[src/inc/pwr_ctl_map.vh]
// constants for the idle/sleep and wake-up controller
`ifndef PWR_CTL_MAP_VH
`define PWR_CTL_MAP_VH
`define WS_W 3
`define WS_RST 3'h3
`define WDT_CNT_W 18
`define SST_CNT_W 10
`define SST_CYCLES 10'h3ff
`define SYSDIV_W 2
`define SYSDIV_LAST 2'h3
`endif

[src/rtl/wake_edge_det.v]
// per-pin synchroniser and falling edge detector for port a wake
`timescale 1ns/10ps
module wake_edge_det
(
  // clock and reset
  input wire i_ref_clk,
  input wire i_sys_rst,
  // pin and enable
  input wire i_pin,
  input wire i_wake_en,
  // falling edge seen on an enabled pin
  output wire o_fall
);
  reg meta_q;
  reg sync_q;
  reg last_q;

  always @(posedge i_ref_clk)
  begin
    if (i_sys_rst)
    begin
      meta_q <= 1'b1;
      sync_q <= 1'b1;
      last_q <= 1'b1;
    end
    else
    begin
      meta_q <= i_pin;
      sync_q <= meta_q;
      last_q <= sync_q;
    end
  end

  assign o_fall = i_wake_en & last_q & ~sync_q;

endmodule // wake_edge_det

[src/rtl/idle_mode_wakeup_control.v]
// halt-mode entry, clock gating, watchdog and wake-up control
`timescale 1ns/10ps
`include "pwr_ctl_map.vh"
module idle_mode_wakeup_control
#(
  parameter PINS = 8,
  parameter NIRQ = 4
)
(
  // clock and reset
  input wire i_ref_clk,
  input wire i_sys_rst,
  // core side
  input wire i_halt,
  input wire i_clr_wdt,
  input wire i_idle_select_bit,
  input wire i_idle_sysclk_keep_bit,
  input wire i_fast_wake_enable,
  input wire i_sysclk_is_hxt,
  input wire i_sysclk_is_sub,
  input wire i_stack_full,
  // watchdog configuration
  input wire i_wdt_enable,
  input wire i_wdt_src_sub,
  input wire i_sub_from_lxt,
  input wire [`WS_W-1:0] i_watchdog_period_select,
  // sub clock tick and crystal requests
  input wire i_sub_tick,
  input wire i_hxt_start,
  input wire i_lxt_start,
  // interrupts
  input wire [NIRQ-1:0] i_irq_req,
  input wire [NIRQ-1:0] i_irq_en,
  // port a
  input wire [PINS-1:0] i_porta_pin,
  input wire [PINS-1:0] i_porta_wake_enable_register,
  // status and control outputs
  output reg o_power_down_flag,
  output reg o_watchdog_timeout_flag,
  output reg o_halted,
  output reg o_sysclk_en,
  output reg o_subclk_en,
  output reg o_wdt_reset,
  output reg o_pc_sp_reset,
  output reg o_resume_next,
  output reg o_irq_service,
  output reg [NIRQ-1:0] o_irq_pending,
  output reg o_high_speed_osc_ready_flag,
  output reg o_lxt_ready,
  output reg o_allow_low_speed_switch,
  output reg o_periph_on_sub,
  output reg o_wdt_src_is_lxt
);
  localparam [4:0] S_RUN = 5'h01;
  localparam [4:0] S_FIRST_IDLE_MODE = 5'h02;
  localparam [4:0] S_SECOND_IDLE_MODE = 5'h04;
  localparam [4:0] S_SLP0 = 5'h08;
  localparam [4:0] S_SLP1 = 5'h10;
  localparam [2:0] T_IDLE = 3'h1;
  localparam [2:0] T_HXT = 3'h2;
  localparam [2:0] T_LXT = 3'h4;

  reg [4:0] state_q;
  reg [4:0] state_d;
  reg [`WDT_CNT_W-1:0] wdt_cnt_q;
  reg [`SYSDIV_W-1:0] sysdiv_q;
  reg [NIRQ-1:0] irq_mask_q;
  reg [2:0] sst_st_q;
  reg [`SST_CNT_W-1:0] sst_cnt_q;
  reg lxt_pend_q;
  reg from_deep_q;
  reg wdt_tick;
  reg wdt_run;
  reg wdt_ovf;
  reg [`WDT_CNT_W-1:0] ovf_mask;
  wire [PINS-1:0] fall_w;
  wire halted;
  wire pin_wake;
  wire [NIRQ-1:0] irq_wake;
  wire enter_halt;
  wire wake;

  genvar g;
  generate
    for (g = 0; g < PINS; g = g + 1)
    begin : g_pin
      wake_edge_det u_det
      (
        .i_ref_clk(i_ref_clk),
        .i_sys_rst(i_sys_rst),
        .i_pin(i_porta_pin[g]),
        .i_wake_en(i_porta_wake_enable_register[g]),
        .o_fall(fall_w[g])
      );
    end
  endgenerate

  assign halted = (state_q != S_RUN);
  assign enter_halt = i_halt & ~halted;
  assign pin_wake = |fall_w;
  assign irq_wake = i_irq_req & ~irq_mask_q;
  assign wake = halted & (pin_wake | (|irq_wake) | wdt_ovf);

  // halt mode chosen from the select bits as they stand at the halt
  always @*
  begin
    state_d = state_q;
    case (state_q)
      S_RUN:
      begin
        if (enter_halt)
        begin
          if (!i_idle_select_bit)
            state_d = i_wdt_enable ? S_SLP1 : S_SLP0;
          else if (i_idle_sysclk_keep_bit)
            state_d = S_SECOND_IDLE_MODE;
          else
            state_d = S_FIRST_IDLE_MODE;
        end
      end
      S_FIRST_IDLE_MODE, S_SECOND_IDLE_MODE, S_SLP0, S_SLP1:
      begin
        if (wake)
          state_d = S_RUN;
      end
      default:
        state_d = S_RUN;
    endcase
  end

  // watchdog source: sub clock tick or system clock divided by four
  always @*
  begin
    ovf_mask = {`WDT_CNT_W{1'b0}};
    case (i_watchdog_period_select)
      3'h0: ovf_mask[7:0] = 8'hff;
      3'h1: ovf_mask[9:0] = 10'h3ff;
      3'h2: ovf_mask[11:0] = 12'hfff;
      3'h3: ovf_mask[13:0] = 14'h3fff;
      3'h4: ovf_mask[14:0] = 15'h7fff;
      3'h5: ovf_mask[15:0] = 16'hffff;
      3'h6: ovf_mask[16:0] = 17'h1ffff;
      default: ovf_mask = {`WDT_CNT_W{1'b1}};
    endcase
    // the system clock source stalls whenever the system clock is gated
    if (i_wdt_src_sub)
      wdt_tick = i_sub_tick;
    else
      wdt_tick = (sysdiv_q == `SYSDIV_LAST) & o_sysclk_en;
    wdt_run = i_wdt_enable & (state_q != S_SLP0) & ~(state_q == S_SLP1 & ~i_wdt_src_sub);
    wdt_ovf = wdt_run & wdt_tick & ((wdt_cnt_q & ovf_mask) == ovf_mask);
  end

  always @(posedge i_ref_clk)
  begin
    if (i_sys_rst)
    begin
      state_q <= S_RUN;
      wdt_cnt_q <= {`WDT_CNT_W{1'b0}};
      sysdiv_q <= {`SYSDIV_W{1'b0}};
      irq_mask_q <= {NIRQ{1'b0}};
      o_power_down_flag <= 1'b0;
      o_watchdog_timeout_flag <= 1'b0;
      o_halted <= 1'b0;
      o_sysclk_en <= 1'b1;
      o_subclk_en <= 1'b1;
      o_wdt_reset <= 1'b0;
      o_pc_sp_reset <= 1'b0;
      o_resume_next <= 1'b0;
      o_irq_service <= 1'b0;
      o_irq_pending <= {NIRQ{1'b0}};
      o_allow_low_speed_switch <= 1'b0;
      o_periph_on_sub <= 1'b0;
      o_wdt_src_is_lxt <= 1'b0;
      from_deep_q <= 1'b0;
    end
    else
    begin
      state_q <= state_d;
      o_halted <= (state_d != S_RUN);
      o_sysclk_en <= (state_d == S_RUN) | (state_d == S_SECOND_IDLE_MODE);
      o_subclk_en <= (state_d != S_SLP0);
      o_periph_on_sub <= i_sysclk_is_sub;
      o_wdt_src_is_lxt <= i_wdt_src_sub & i_sub_from_lxt;
      sysdiv_q <= sysdiv_q + {{(`SYSDIV_W-1){1'b0}}, 1'b1};
      o_wdt_reset <= 1'b0;
      o_pc_sp_reset <= 1'b0;
      o_resume_next <= 1'b0;
      o_irq_service <= 1'b0;
      if (enter_halt)
      begin
        wdt_cnt_q <= {`WDT_CNT_W{1'b0}};
        irq_mask_q <= i_irq_req;
        from_deep_q <= ~i_idle_select_bit & ~i_wdt_enable;
      end
      else if (i_clr_wdt)
        wdt_cnt_q <= {`WDT_CNT_W{1'b0}};
      else if (wdt_run & wdt_tick)
        wdt_cnt_q <= wdt_ovf ? {`WDT_CNT_W{1'b0}} : wdt_cnt_q + {{(`WDT_CNT_W-1){1'b0}}, 1'b1};
      // set by halt wins over a clear in the same cycle
      if (i_halt)
        o_power_down_flag <= 1'b1;
      else if (i_clr_wdt)
        o_power_down_flag <= 1'b0;
      if (wdt_ovf)
        o_watchdog_timeout_flag <= 1'b1;
      else if (enter_halt)
        o_watchdog_timeout_flag <= 1'b0;
      if (wdt_ovf & halted)
        o_pc_sp_reset <= 1'b1;
      else if (wdt_ovf)
        o_wdt_reset <= 1'b1;
      else if (wake)
      begin
        if (pin_wake)
          o_resume_next <= 1'b1;
        else if (|(irq_wake & i_irq_en) & ~i_stack_full)
          o_irq_service <= 1'b1;
        else
          o_resume_next <= 1'b1;
        o_allow_low_speed_switch <= (state_q == S_SLP1) & i_sysclk_is_hxt & i_fast_wake_enable;
      end
      else if (enter_halt)
        o_allow_low_speed_switch <= 1'b0;
      // the mask taken at halt entry must survive the entry cycle itself
      if (!halted & ~enter_halt)
        irq_mask_q <= {NIRQ{1'b0}};
      o_irq_pending <= i_irq_req & ~(i_irq_en & {NIRQ{~i_stack_full}});
    end
  end

  // shared start-up timer, high-speed crystal first, low-speed after
  always @(posedge i_ref_clk)
  begin
    if (i_sys_rst)
    begin
      sst_st_q <= T_HXT;
      sst_cnt_q <= {`SST_CNT_W{1'b0}};
      lxt_pend_q <= 1'b1;
      o_high_speed_osc_ready_flag <= 1'b0;
      o_lxt_ready <= 1'b0;
    end
    else
    begin
      case (sst_st_q)
        T_IDLE:
        begin
          if (wake & from_deep_q)
          begin
            o_high_speed_osc_ready_flag <= 1'b0;
            lxt_pend_q <= i_lxt_start;
            sst_cnt_q <= {`SST_CNT_W{1'b0}};
            sst_st_q <= T_HXT;
          end
          else if (i_hxt_start & ~o_high_speed_osc_ready_flag)
          begin
            sst_cnt_q <= {`SST_CNT_W{1'b0}};
            sst_st_q <= T_HXT;
          end
          else if (i_lxt_start & ~o_lxt_ready)
          begin
            sst_cnt_q <= {`SST_CNT_W{1'b0}};
            sst_st_q <= T_LXT;
          end
        end
        T_HXT:
        begin
          sst_cnt_q <= sst_cnt_q + {{(`SST_CNT_W-1){1'b0}}, 1'b1};
          if (sst_cnt_q == `SST_CYCLES)
          begin
            o_high_speed_osc_ready_flag <= 1'b1;
            sst_cnt_q <= {`SST_CNT_W{1'b0}};
            sst_st_q <= lxt_pend_q ? T_LXT : T_IDLE;
          end
        end
        T_LXT:
        begin
          sst_cnt_q <= sst_cnt_q + {{(`SST_CNT_W-1){1'b0}}, 1'b1};
          if (sst_cnt_q == `SST_CYCLES)
          begin
            o_lxt_ready <= 1'b1;
            lxt_pend_q <= 1'b0;
            sst_st_q <= T_IDLE;
          end
        end
        default:
          sst_st_q <= T_IDLE;
      endcase
    end
  end

endmodule // idle_mode_wakeup_control

[config.mk]
export PLATFORM = sky130hd
export DESIGN_NAME = idle_mode_wakeup_control
export DESIGN_NICKNAME = d
export VERILOG_FILES = /design/src/rtl/wake_edge_det.v /design/src/rtl/idle_mode_wakeup_control.v
export VERILOG_INCLUDE_DIRS = /design/src /design/src/inc
export SDC_FILE = /design/constraint.sdc
export NUM_CORES = 1
export LEC_CHECK = 0
export BUFFER_PORTS_ARGS = -buffer_cell sky130_fd_sc_hd__buf_2
export CAP_MARGIN = 25
export CORE_MARGIN = 3
export CORE_UTILIZATION = 55
export CTS_CLUSTER_SIZE = 12
export DETAILED_ROUTE_END_ITERATION = 8
export PLACE_DENSITY = 0.79
export SETUP_SLACK_MARGIN = 0.3
export SYNTH_ARGS = -nofsm -noshare
export SYNTH_HDL_FRONTEND = slang
export SYNTH_SLANG_ARGS = --single-unit
[constraint.sdc]
create_clock -name i_ref_clk -period 5.34 [get_ports i_ref_clk]
set_input_delay 0 -clock i_ref_clk [delete_from_list [all_inputs] [get_ports i_ref_clk]]
set_output_delay 0 -clock i_ref_clk [all_outputs]
set_load 0.01 [all_outputs]
==> flow_summary_export.csv, run 1 <==
group,metric,value,unit
detailed_routing,drc_errors,0,
clock_tree,cts.reportedPaths.clkPinSlew,80,ps
clock_tree,htree_num_levels,3,
detailed_routing,avgRoutedWirePerCell,13.7,um
sta,setup_tns,0,ps
sta,fmax,319,MHz
logic_synthesis,seq_area_frac_synth,49.2,%
setup_path,end_kind,"register",
global_routing,grt_use_total,22.0,%
placement,detailed_place.area,0.00383,mm2
setup_path,reg2reg_slack,2210,ps
logic_synthesis,synthDistinctLibCells,57,
die,io_pins,61,
detailed_routing,wl,7.47,mm
setup_path,cp_top_family,"compound AO/OA/AOI/OAI gates",
final_layout,nets,513,
clock_tree,cts_resized,0,
global_routing,grt_max_degree,62,
placement,port_buffers,60,
clock_tree,numClockSinks,86,
power_and_ir_drop,clockPowerShare,37.5,%
power_and_ir_drop,pwr_density_cell,288,mW/mm2
setup_path,cp.required,5610,ps
final_layout,drive_gt1_share,23.7,%
global_routing,grt_pass1_wl,12.9,mm
power_and_ir_drop,seq_power_share,54.2,%
logic_synthesis,async_flop_share,0,%
sta,worstMarginPinSlew,909,ps
global_routing,antenna_found_initial,0,
setup_path,crit_buf_inv,0,
sta,finalSetupViolCount,0,
power_and_ir_drop,p_int,0.000942,W
die,dieArea,0.00736,mm2
logic_synthesis,synth_cells,383,
clock_tree,cts-root-buf,"clkbuf_8",
logic_synthesis,synth_edf_count,0,
die,die_w,85.8,um
final_layout,fin_area,0.00429,mm2
logic_synthesis,synth_area_per_cell,9.14,um2
clock_tree,clk_latency,350,ps
detailed_routing,drtAntennaViolNets,0,
power_and_ir_drop,peakVddDrop,195,uV
run_status,outcome,"finished clean",
setup_path,max_stage_delay,740,ps
setup_path,worstSetupPathType,"register to register",
die,start_util,58.1,%
logic_synthesis,yosys_warnings,0,
setup_path,cp_max_fo,15,
power_and_ir_drop,sw_frac_of_total,23.8,%
global_routing,gr-total-overflow,0,
sta,finalCritPeriodShare,58.6,%
logic_synthesis,syn_nets,429,
power_and_ir_drop,power_frac_comb,8.3,%
die,die_h,85.8,um
clock_tree,cts_buffer_depth,2,
logic_synthesis,syn_area,0.00350,mm2
run,cap_violations,0,
sta,rsz0062_at_grt,"no",
sta,hold_viol,0,
setup_path,arrival,3400,ps
detailed_routing,drt-initial-drc-count,126,
die,floorplan.rows,28,
sta,hold_ws,19.6,ps
setup_path,slowest_stage,"a211oi_2",
detailed_routing,vias,2915,
logic_synthesis,synthFlopType,"dfxtp_1",
placement,dpl.hpwl,5.06,mm
setup_path,cp-start-kind,"register",
placement,gp_congestion,0.926,
setup_path,path_cells,"ha_1, nand2_1, o21ai_0, nand3_1, a211oi_2, o21ai_1, or4_1, a22oi_1",
power_and_ir_drop,p_switching,0.000294,W
detailed_routing,post_drt_via_cell_ratio,5.33,
clock_tree,cts_made_buffers,9,
power_and_ir_drop,leakage,1.71,nW
sta,slew-limit-headroom,39.4,%
sta,period_needed,3130,ps
sta,skew,7.48,ps
final_layout,areaGrowthSynthToFinish,22.7,%
die,coreArea,0.00603,mm2
hold_path,hp-class,"input pin to register",
clock_tree,cts_tree,"yes",
final_layout,insertedDiodeCount,0,
global_routing,first_global_vias,2871,
sta,slew_viol_final,0,
logic_synthesis,synth-seq-cells,86,
detailed_routing,dr.pass1.iters,5,
worst reg2reg max path: stages, from the launching register on:
cell	delay (ps)
dfxtp_1	340
ha_1	150
nand2_1	40
o21ai_0	280
nand3_1	200
a211oi_2	740
o21ai_1	520
or4_1	620
a22oi_1	160
cell type report:
cell class / instances / area [um2]
clock buffers: 10 / 138
clock inverters: 6 / 68.8
fillers: 494 / 1730
inverters: 6 / 22.5
multi-input cells: 278 / 1690
flip-flops and latches: 86 / 1720
well taps: 75 / 93.8
repair buffers: 86 / 561
cells in the final DEF, fill, tap and decap left out, drive strengths merged, types with 3 or more instances in the layout:
cell | Yosys | layout
dfxtp | 86 | 86
buf | 5 | 60
nand2 | 38 | 38
nor2 | 36 | 36
or2 | 27 | 27
dlygate4sd3 | 0 | 26
a21oi | 20 | 20
xor2 | 18 | 18
nand3 | 17 | 17
nor2b | 14 | 14
o21ai | 12 | 12
clkbuf | 8 | 10
a22oi | 9 | 9
nor3b | 8 | 8
nand4 | 8 | 8
nor3 | 7 | 7
inv | 6 | 7
nor4 | 6 | 6
o22ai | 5 | 5
or4 | 5 | 5
or3 | 5 | 5
o211ai | 3 | 3
xnor2 | 3 | 3
o31ai | 3 | 3
ha | 3 | 3
and4 | 3 | 3
clkinv | 0 | 3
logic make-up (layout without fill, tap and decap cells):
| group | Yosys count | count (layout) | synth area share (%) |
|---|---|---|---|
| xor+xnor | 21 | 21 | 5.26 |
| buf+inv | 19 | 108 | 2.54 |
| flops | 86 | 86 | 49.2 |
| compound gates | 66 | 66 | 12.4 |
| mux | 2 | 2 | 0.572 |
| fa+ha+maj | 3 | 3 | 1.07 |
| simple gates | 186 | 186 | 29.0 |
synthesized netlist by cell type, types with 3 or more instances:
cell type | instances | share of area, %
o21ai_1 | 3 | 0.43
nand4_1 | 7 | 1.3
inv_1 | 6 | 0.64
nand3_1 | 17 | 2.4
o211ai_1 | 3 | 0.64
or2_2 | 25 | 4.5
nor3_1 | 7 | 1.0
nor2b_1 | 14 | 2.5
o22ai_1 | 5 | 0.89
a21oi_1 | 20 | 2.9
nor4_1 | 5 | 0.89
a22oi_1 | 9 | 1.9
nor3b_1 | 8 | 1.7
or3_1 | 4 | 0.71
xnor2_1 | 3 | 0.75
ha_1 | 3 | 1.1
xor2_1 | 18 | 4.5
nand2_1 | 38 | 4.1
nor2_1 | 36 | 3.9
clkbuf_1 | 8 | 0.86
o21ai_0 | 9 | 1.3
o31ai_1 | 3 | 0.64
dfxtp_1 | 86 | 49
or4_1 | 4 | 0.86
through the flow:
step / std cells / worst slack, ps / power, W / utilization, %
after floorplan: 383 / 3210 / 0.000736 / -
after global placement: 505 / 2400 / 0.000769 / 63.5
after detailed placement: 505 / 2290 / 0.000772 / 63.5
after CTS: 547 / 2240 / 0.00124 / 71.3
after global routing: 547 / 1870 / 0.00129 / 71.3
final: 547 / 2210 / 0.00124 / 71.3
flip-flops by register name (all words and copies together) (netlist names), 2 cells and up:
| register | cells |
|---|---|
| wdt_cnt_q | 18 |
| sst_cnt_q | 10 |
| g_pin.u_det.last_q | 8 |
| g_pin.u_det.meta_q | 8 |
| g_pin.u_det.sync_q | 8 |
| state_q | 5 |
| irq_mask_q | 4 |
| o_irq_pending | 4 |
| sst_st_q | 3 |
| sysdiv_q | 2 |
routing by layer:
metal | part of all wire, % | global-route usage, % | up-vias
met1 | 43 | 26.7 | 1338
met2 | 51 | 38.3 | 53
met3 | 3.5 | 3.84 | 13
met5 | 0 | 0 | -
met4 | 1.8 | 9.06 | 0
li1 | - | - | 1511
power groups by stage:
stage               clock [W]  combinational [W]  sequential (W)
detailed placement          0          0.0000873        0.000685
CTS                  0.000472           0.000102        0.000670
floorplan                   0          0.0000511        0.000685
finish               0.000464           0.000103        0.000670
global placement            0          0.0000853        0.000684
global route         0.000501           0.000115        0.000672
path summary, 6_finish.rpt:
kind / start / to / cells past startpoint
worst min register to register: g_pin[3].u_det.meta_q$_SDFF_PP1_ / g_pin[3].u_det.sync_q$_SDFF_PP1_ / 1
worst min-delay path: i_stack_full / o_irq_service$_SDFF_PP0_ / 4
worst max-delay path: sysdiv_q[0]$_SDFF_PP0_ / sst_cnt_q[9]$_SDFFE_PP0P_ / 8
worst max register to register: sysdiv_q[0]$_SDFF_PP0_ / sst_cnt_q[9]$_SDFFE_PP0P_ / 8
timing repair:
action	CTS	global route
setup endpoints to repair	0	0
hold buffers	26	0
setup buffers	0	0
hold endpoints to repair	22	0
Note: power is estimated with default switching activity, not from simulation.
==> run 2: changes to the inputs <==
==> constraint.sdc (replaced) <==
create_clock -name i_ref_clk -period 2.9 [get_ports i_ref_clk]
set_input_delay 0 -clock i_ref_clk [delete_from_list [all_inputs] [get_ports i_ref_clk]]
set_output_delay 0 -clock i_ref_clk [all_outputs]
set_load 0.01 [all_outputs]
==> flow_summary_export.csv, run 2 (synthesis gave the netlist of run 1 again) <==
group,metric,value,unit
run_status,outcome,"finished clean",
setup_path,end_kind,"register",
placement,port_buffers,60,
detailed_routing,drc_errors,0,
power_and_ir_drop,peakVddDrop,353,uV
final_layout,most-common-layout-cells,"dfxtp_1, buf_2, nand2_1, nor2_1, dlygate4sd3_1",
final_layout,nets,520,
clock_tree,cts_buffer_depth,2,
clock_tree,cts.reportedPaths.clkPinSlew,90,ps
placement,dpl.hpwl,5.04,mm
sta,hold_viol,0,
clock_tree,clk_latency,360,ps
detailed_routing,vias,2979,
sta,finalCritPeriodShare,80.5,%
die,start_util,58.1,%
setup_path,cp_max_fo,15,
die,dieArea,0.00736,mm2
final_layout,multi_input_area,0.00169,mm2
clock_tree,cts-root-buf,"clkbuf_8",
power_and_ir_drop,leakage,1.74,nW
clock_tree,cts_made_buffers,9,
sta,slew_viol_final,0,
die,floorplan.rows,28,
final_layout,final_common_cell,"dfxtp_1",
setup_path,worstSetupPathType,"register to register",
final_layout,top_register,"wdt_cnt_q",
placement,gp_congestion,0.911,
setup_path,cp-start-kind,"register",
sta,rsz0062_at_grt,"no",
detailed_routing,wl,7.47,mm
placement,dp_cells,509,
sta,setup_tns,0,ps
detailed_routing,drt-initial-drc-count,193,
sta,skew,15.3,ps
detailed_routing,post_drt_via_cell_ratio,5.38,
die,coreArea,0.00603,mm2
global_routing,antenna_found_initial,0,
detailed_routing,avgRoutedWirePerCell,13.5,um
global_routing,grt_max_degree,51,
final_layout,seqCellArea,0.00172,mm2
sta,slew-limit-headroom,54.9,%
clock_tree,cts_tree,"yes",
final_layout,areaGrowthSynthToFinish,24.0,%
sta,worstMarginPinSlew,675,ps
final_layout,largest_reg_flops,18,
global_routing,grt_use_total,21.5,%
die,io_pins,61,
final_layout,drive_gt1_share,24.4,%
clock_tree,htree_num_levels,3,
global_routing,gr-total-overflow,0,
detailed_routing,dr.pass1.iters,4,
sta,finalSetupViolCount,0,
global_routing,grt_pass1_wl,12.6,mm
final_layout,insertedDiodeCount,0,
die,die_h,85.8,um
setup_path,arrival,2610,ps
run,cap_violations,0,
power_and_ir_drop,pwr_density_cell,510,mW/mm2
final_layout,final_cells,554,
final_layout,top_regs,"wdt_cnt_q: 18 flops, sst_cnt_q: 10 flops",
global_routing,first_global_vias,2854,
setup_path,cp.required,3170,ps
clock_tree,numClockSinks,86,
hold_path,hp-class,"input pin to register",
die,die_w,85.8,um
power_and_ir_drop,power.total,0.00222,W
sta,fmax,428,MHz
sta,period_needed,2340,ps
detailed_routing,drtAntennaViolNets,0,
final_layout,fillCellCount,466,
==> run 2: cell count changes in the layout (fill, tap and decap cells not counted) <==
cell / previous run / this run
or4_1: 4 / 3
or4_4: 0 / 1
clkinv_2: 1 / 0
inv_6: 1 / 3
bufinv_16: 1 / 0
buf_4: 0 / 4
o21ai_0: 9 / 8
o21ai_1: 3 / 4
dlygate4sd3_1: 26 / 29
==> run 2: path summary, 6_finish.rpt <==
kind	start	to	slack (ps)	cells after the start
max reg2reg	wdt_cnt_q[9]$_SDFFE_PP0P_	sst_cnt_q[9]$_SDFFE_PP0P_	560	8
max	wdt_cnt_q[9]$_SDFFE_PP0P_	sst_cnt_q[9]$_SDFFE_PP0P_	560	8
min	i_fast_wake_enable	o_allow_low_speed_switch$_SDFFE_PP0P_	50	4
min reg2reg	g_pin[5].u_det.meta_q$_SDFF_PP1_	g_pin[5].u_det.sync_q$_SDFF_PP1_	410	1
==> run 2: stage by stage <==
step	hold WS [ps]	instance area [um2]	util (%)	setup WS [ps]
finish	49.7	4340	72.0	564
global route	50.3	4340	72.0	394
CTS	49.3	4340	72.0	547
detailed placement	185	3860	64.0	553
global placement	183	3860	64.0	618
floorplan	104	3500	-	769
==> run 2: where the power goes <==
group | internal (W) | total, W | switching [W]
clock | 0.000347 | 0.000789 | 0.000442
sequential | 0.00122 | 0.00123 | 0.0000172
combinational | 0.0000982 | 0.000194 | 0.0000955
total | 0.00166 | 0.00222 | 0.000555
==> run 2: layout make-up <==
type | instances | share of cell area, %
clock inverter | 6 | 1.18
tap | 75 | 2.16
timing repair buffer | 93 | 14.3
multi-input combinational | 278 | 39.0
inverter | 6 | 0.519
sequential | 86 | 39.7
clock buffer | 10 | 3.17
==> run 2: critical path, cell delays in order, from the launching register on <==
cell and delay, ps:
dfxtp_1 430, and4_1 280, and4_1 280, o21ai_1 90
a211oi_2 210, o21ai_1 110, buf_4 190, or4_1 500
a22oi_1 150
==> run 2: timing repair <==
action                                  4_1_cts  5_1_grt
resized for setup                             0        2
buffers inserted                              0        0
hold endpoints to repair                     28        0
endpoints found under the setup margin        0       21
hold buffers                                 29        0
==> run 2: layer usage <==
layer / GRT usage [%] / part of all wire (%)
met1: 25.7 / 43
met2: 37.6 / 51
met3: 5.28 / 4.6
met4: 7.48 / 1.5
met5: 0 / 0
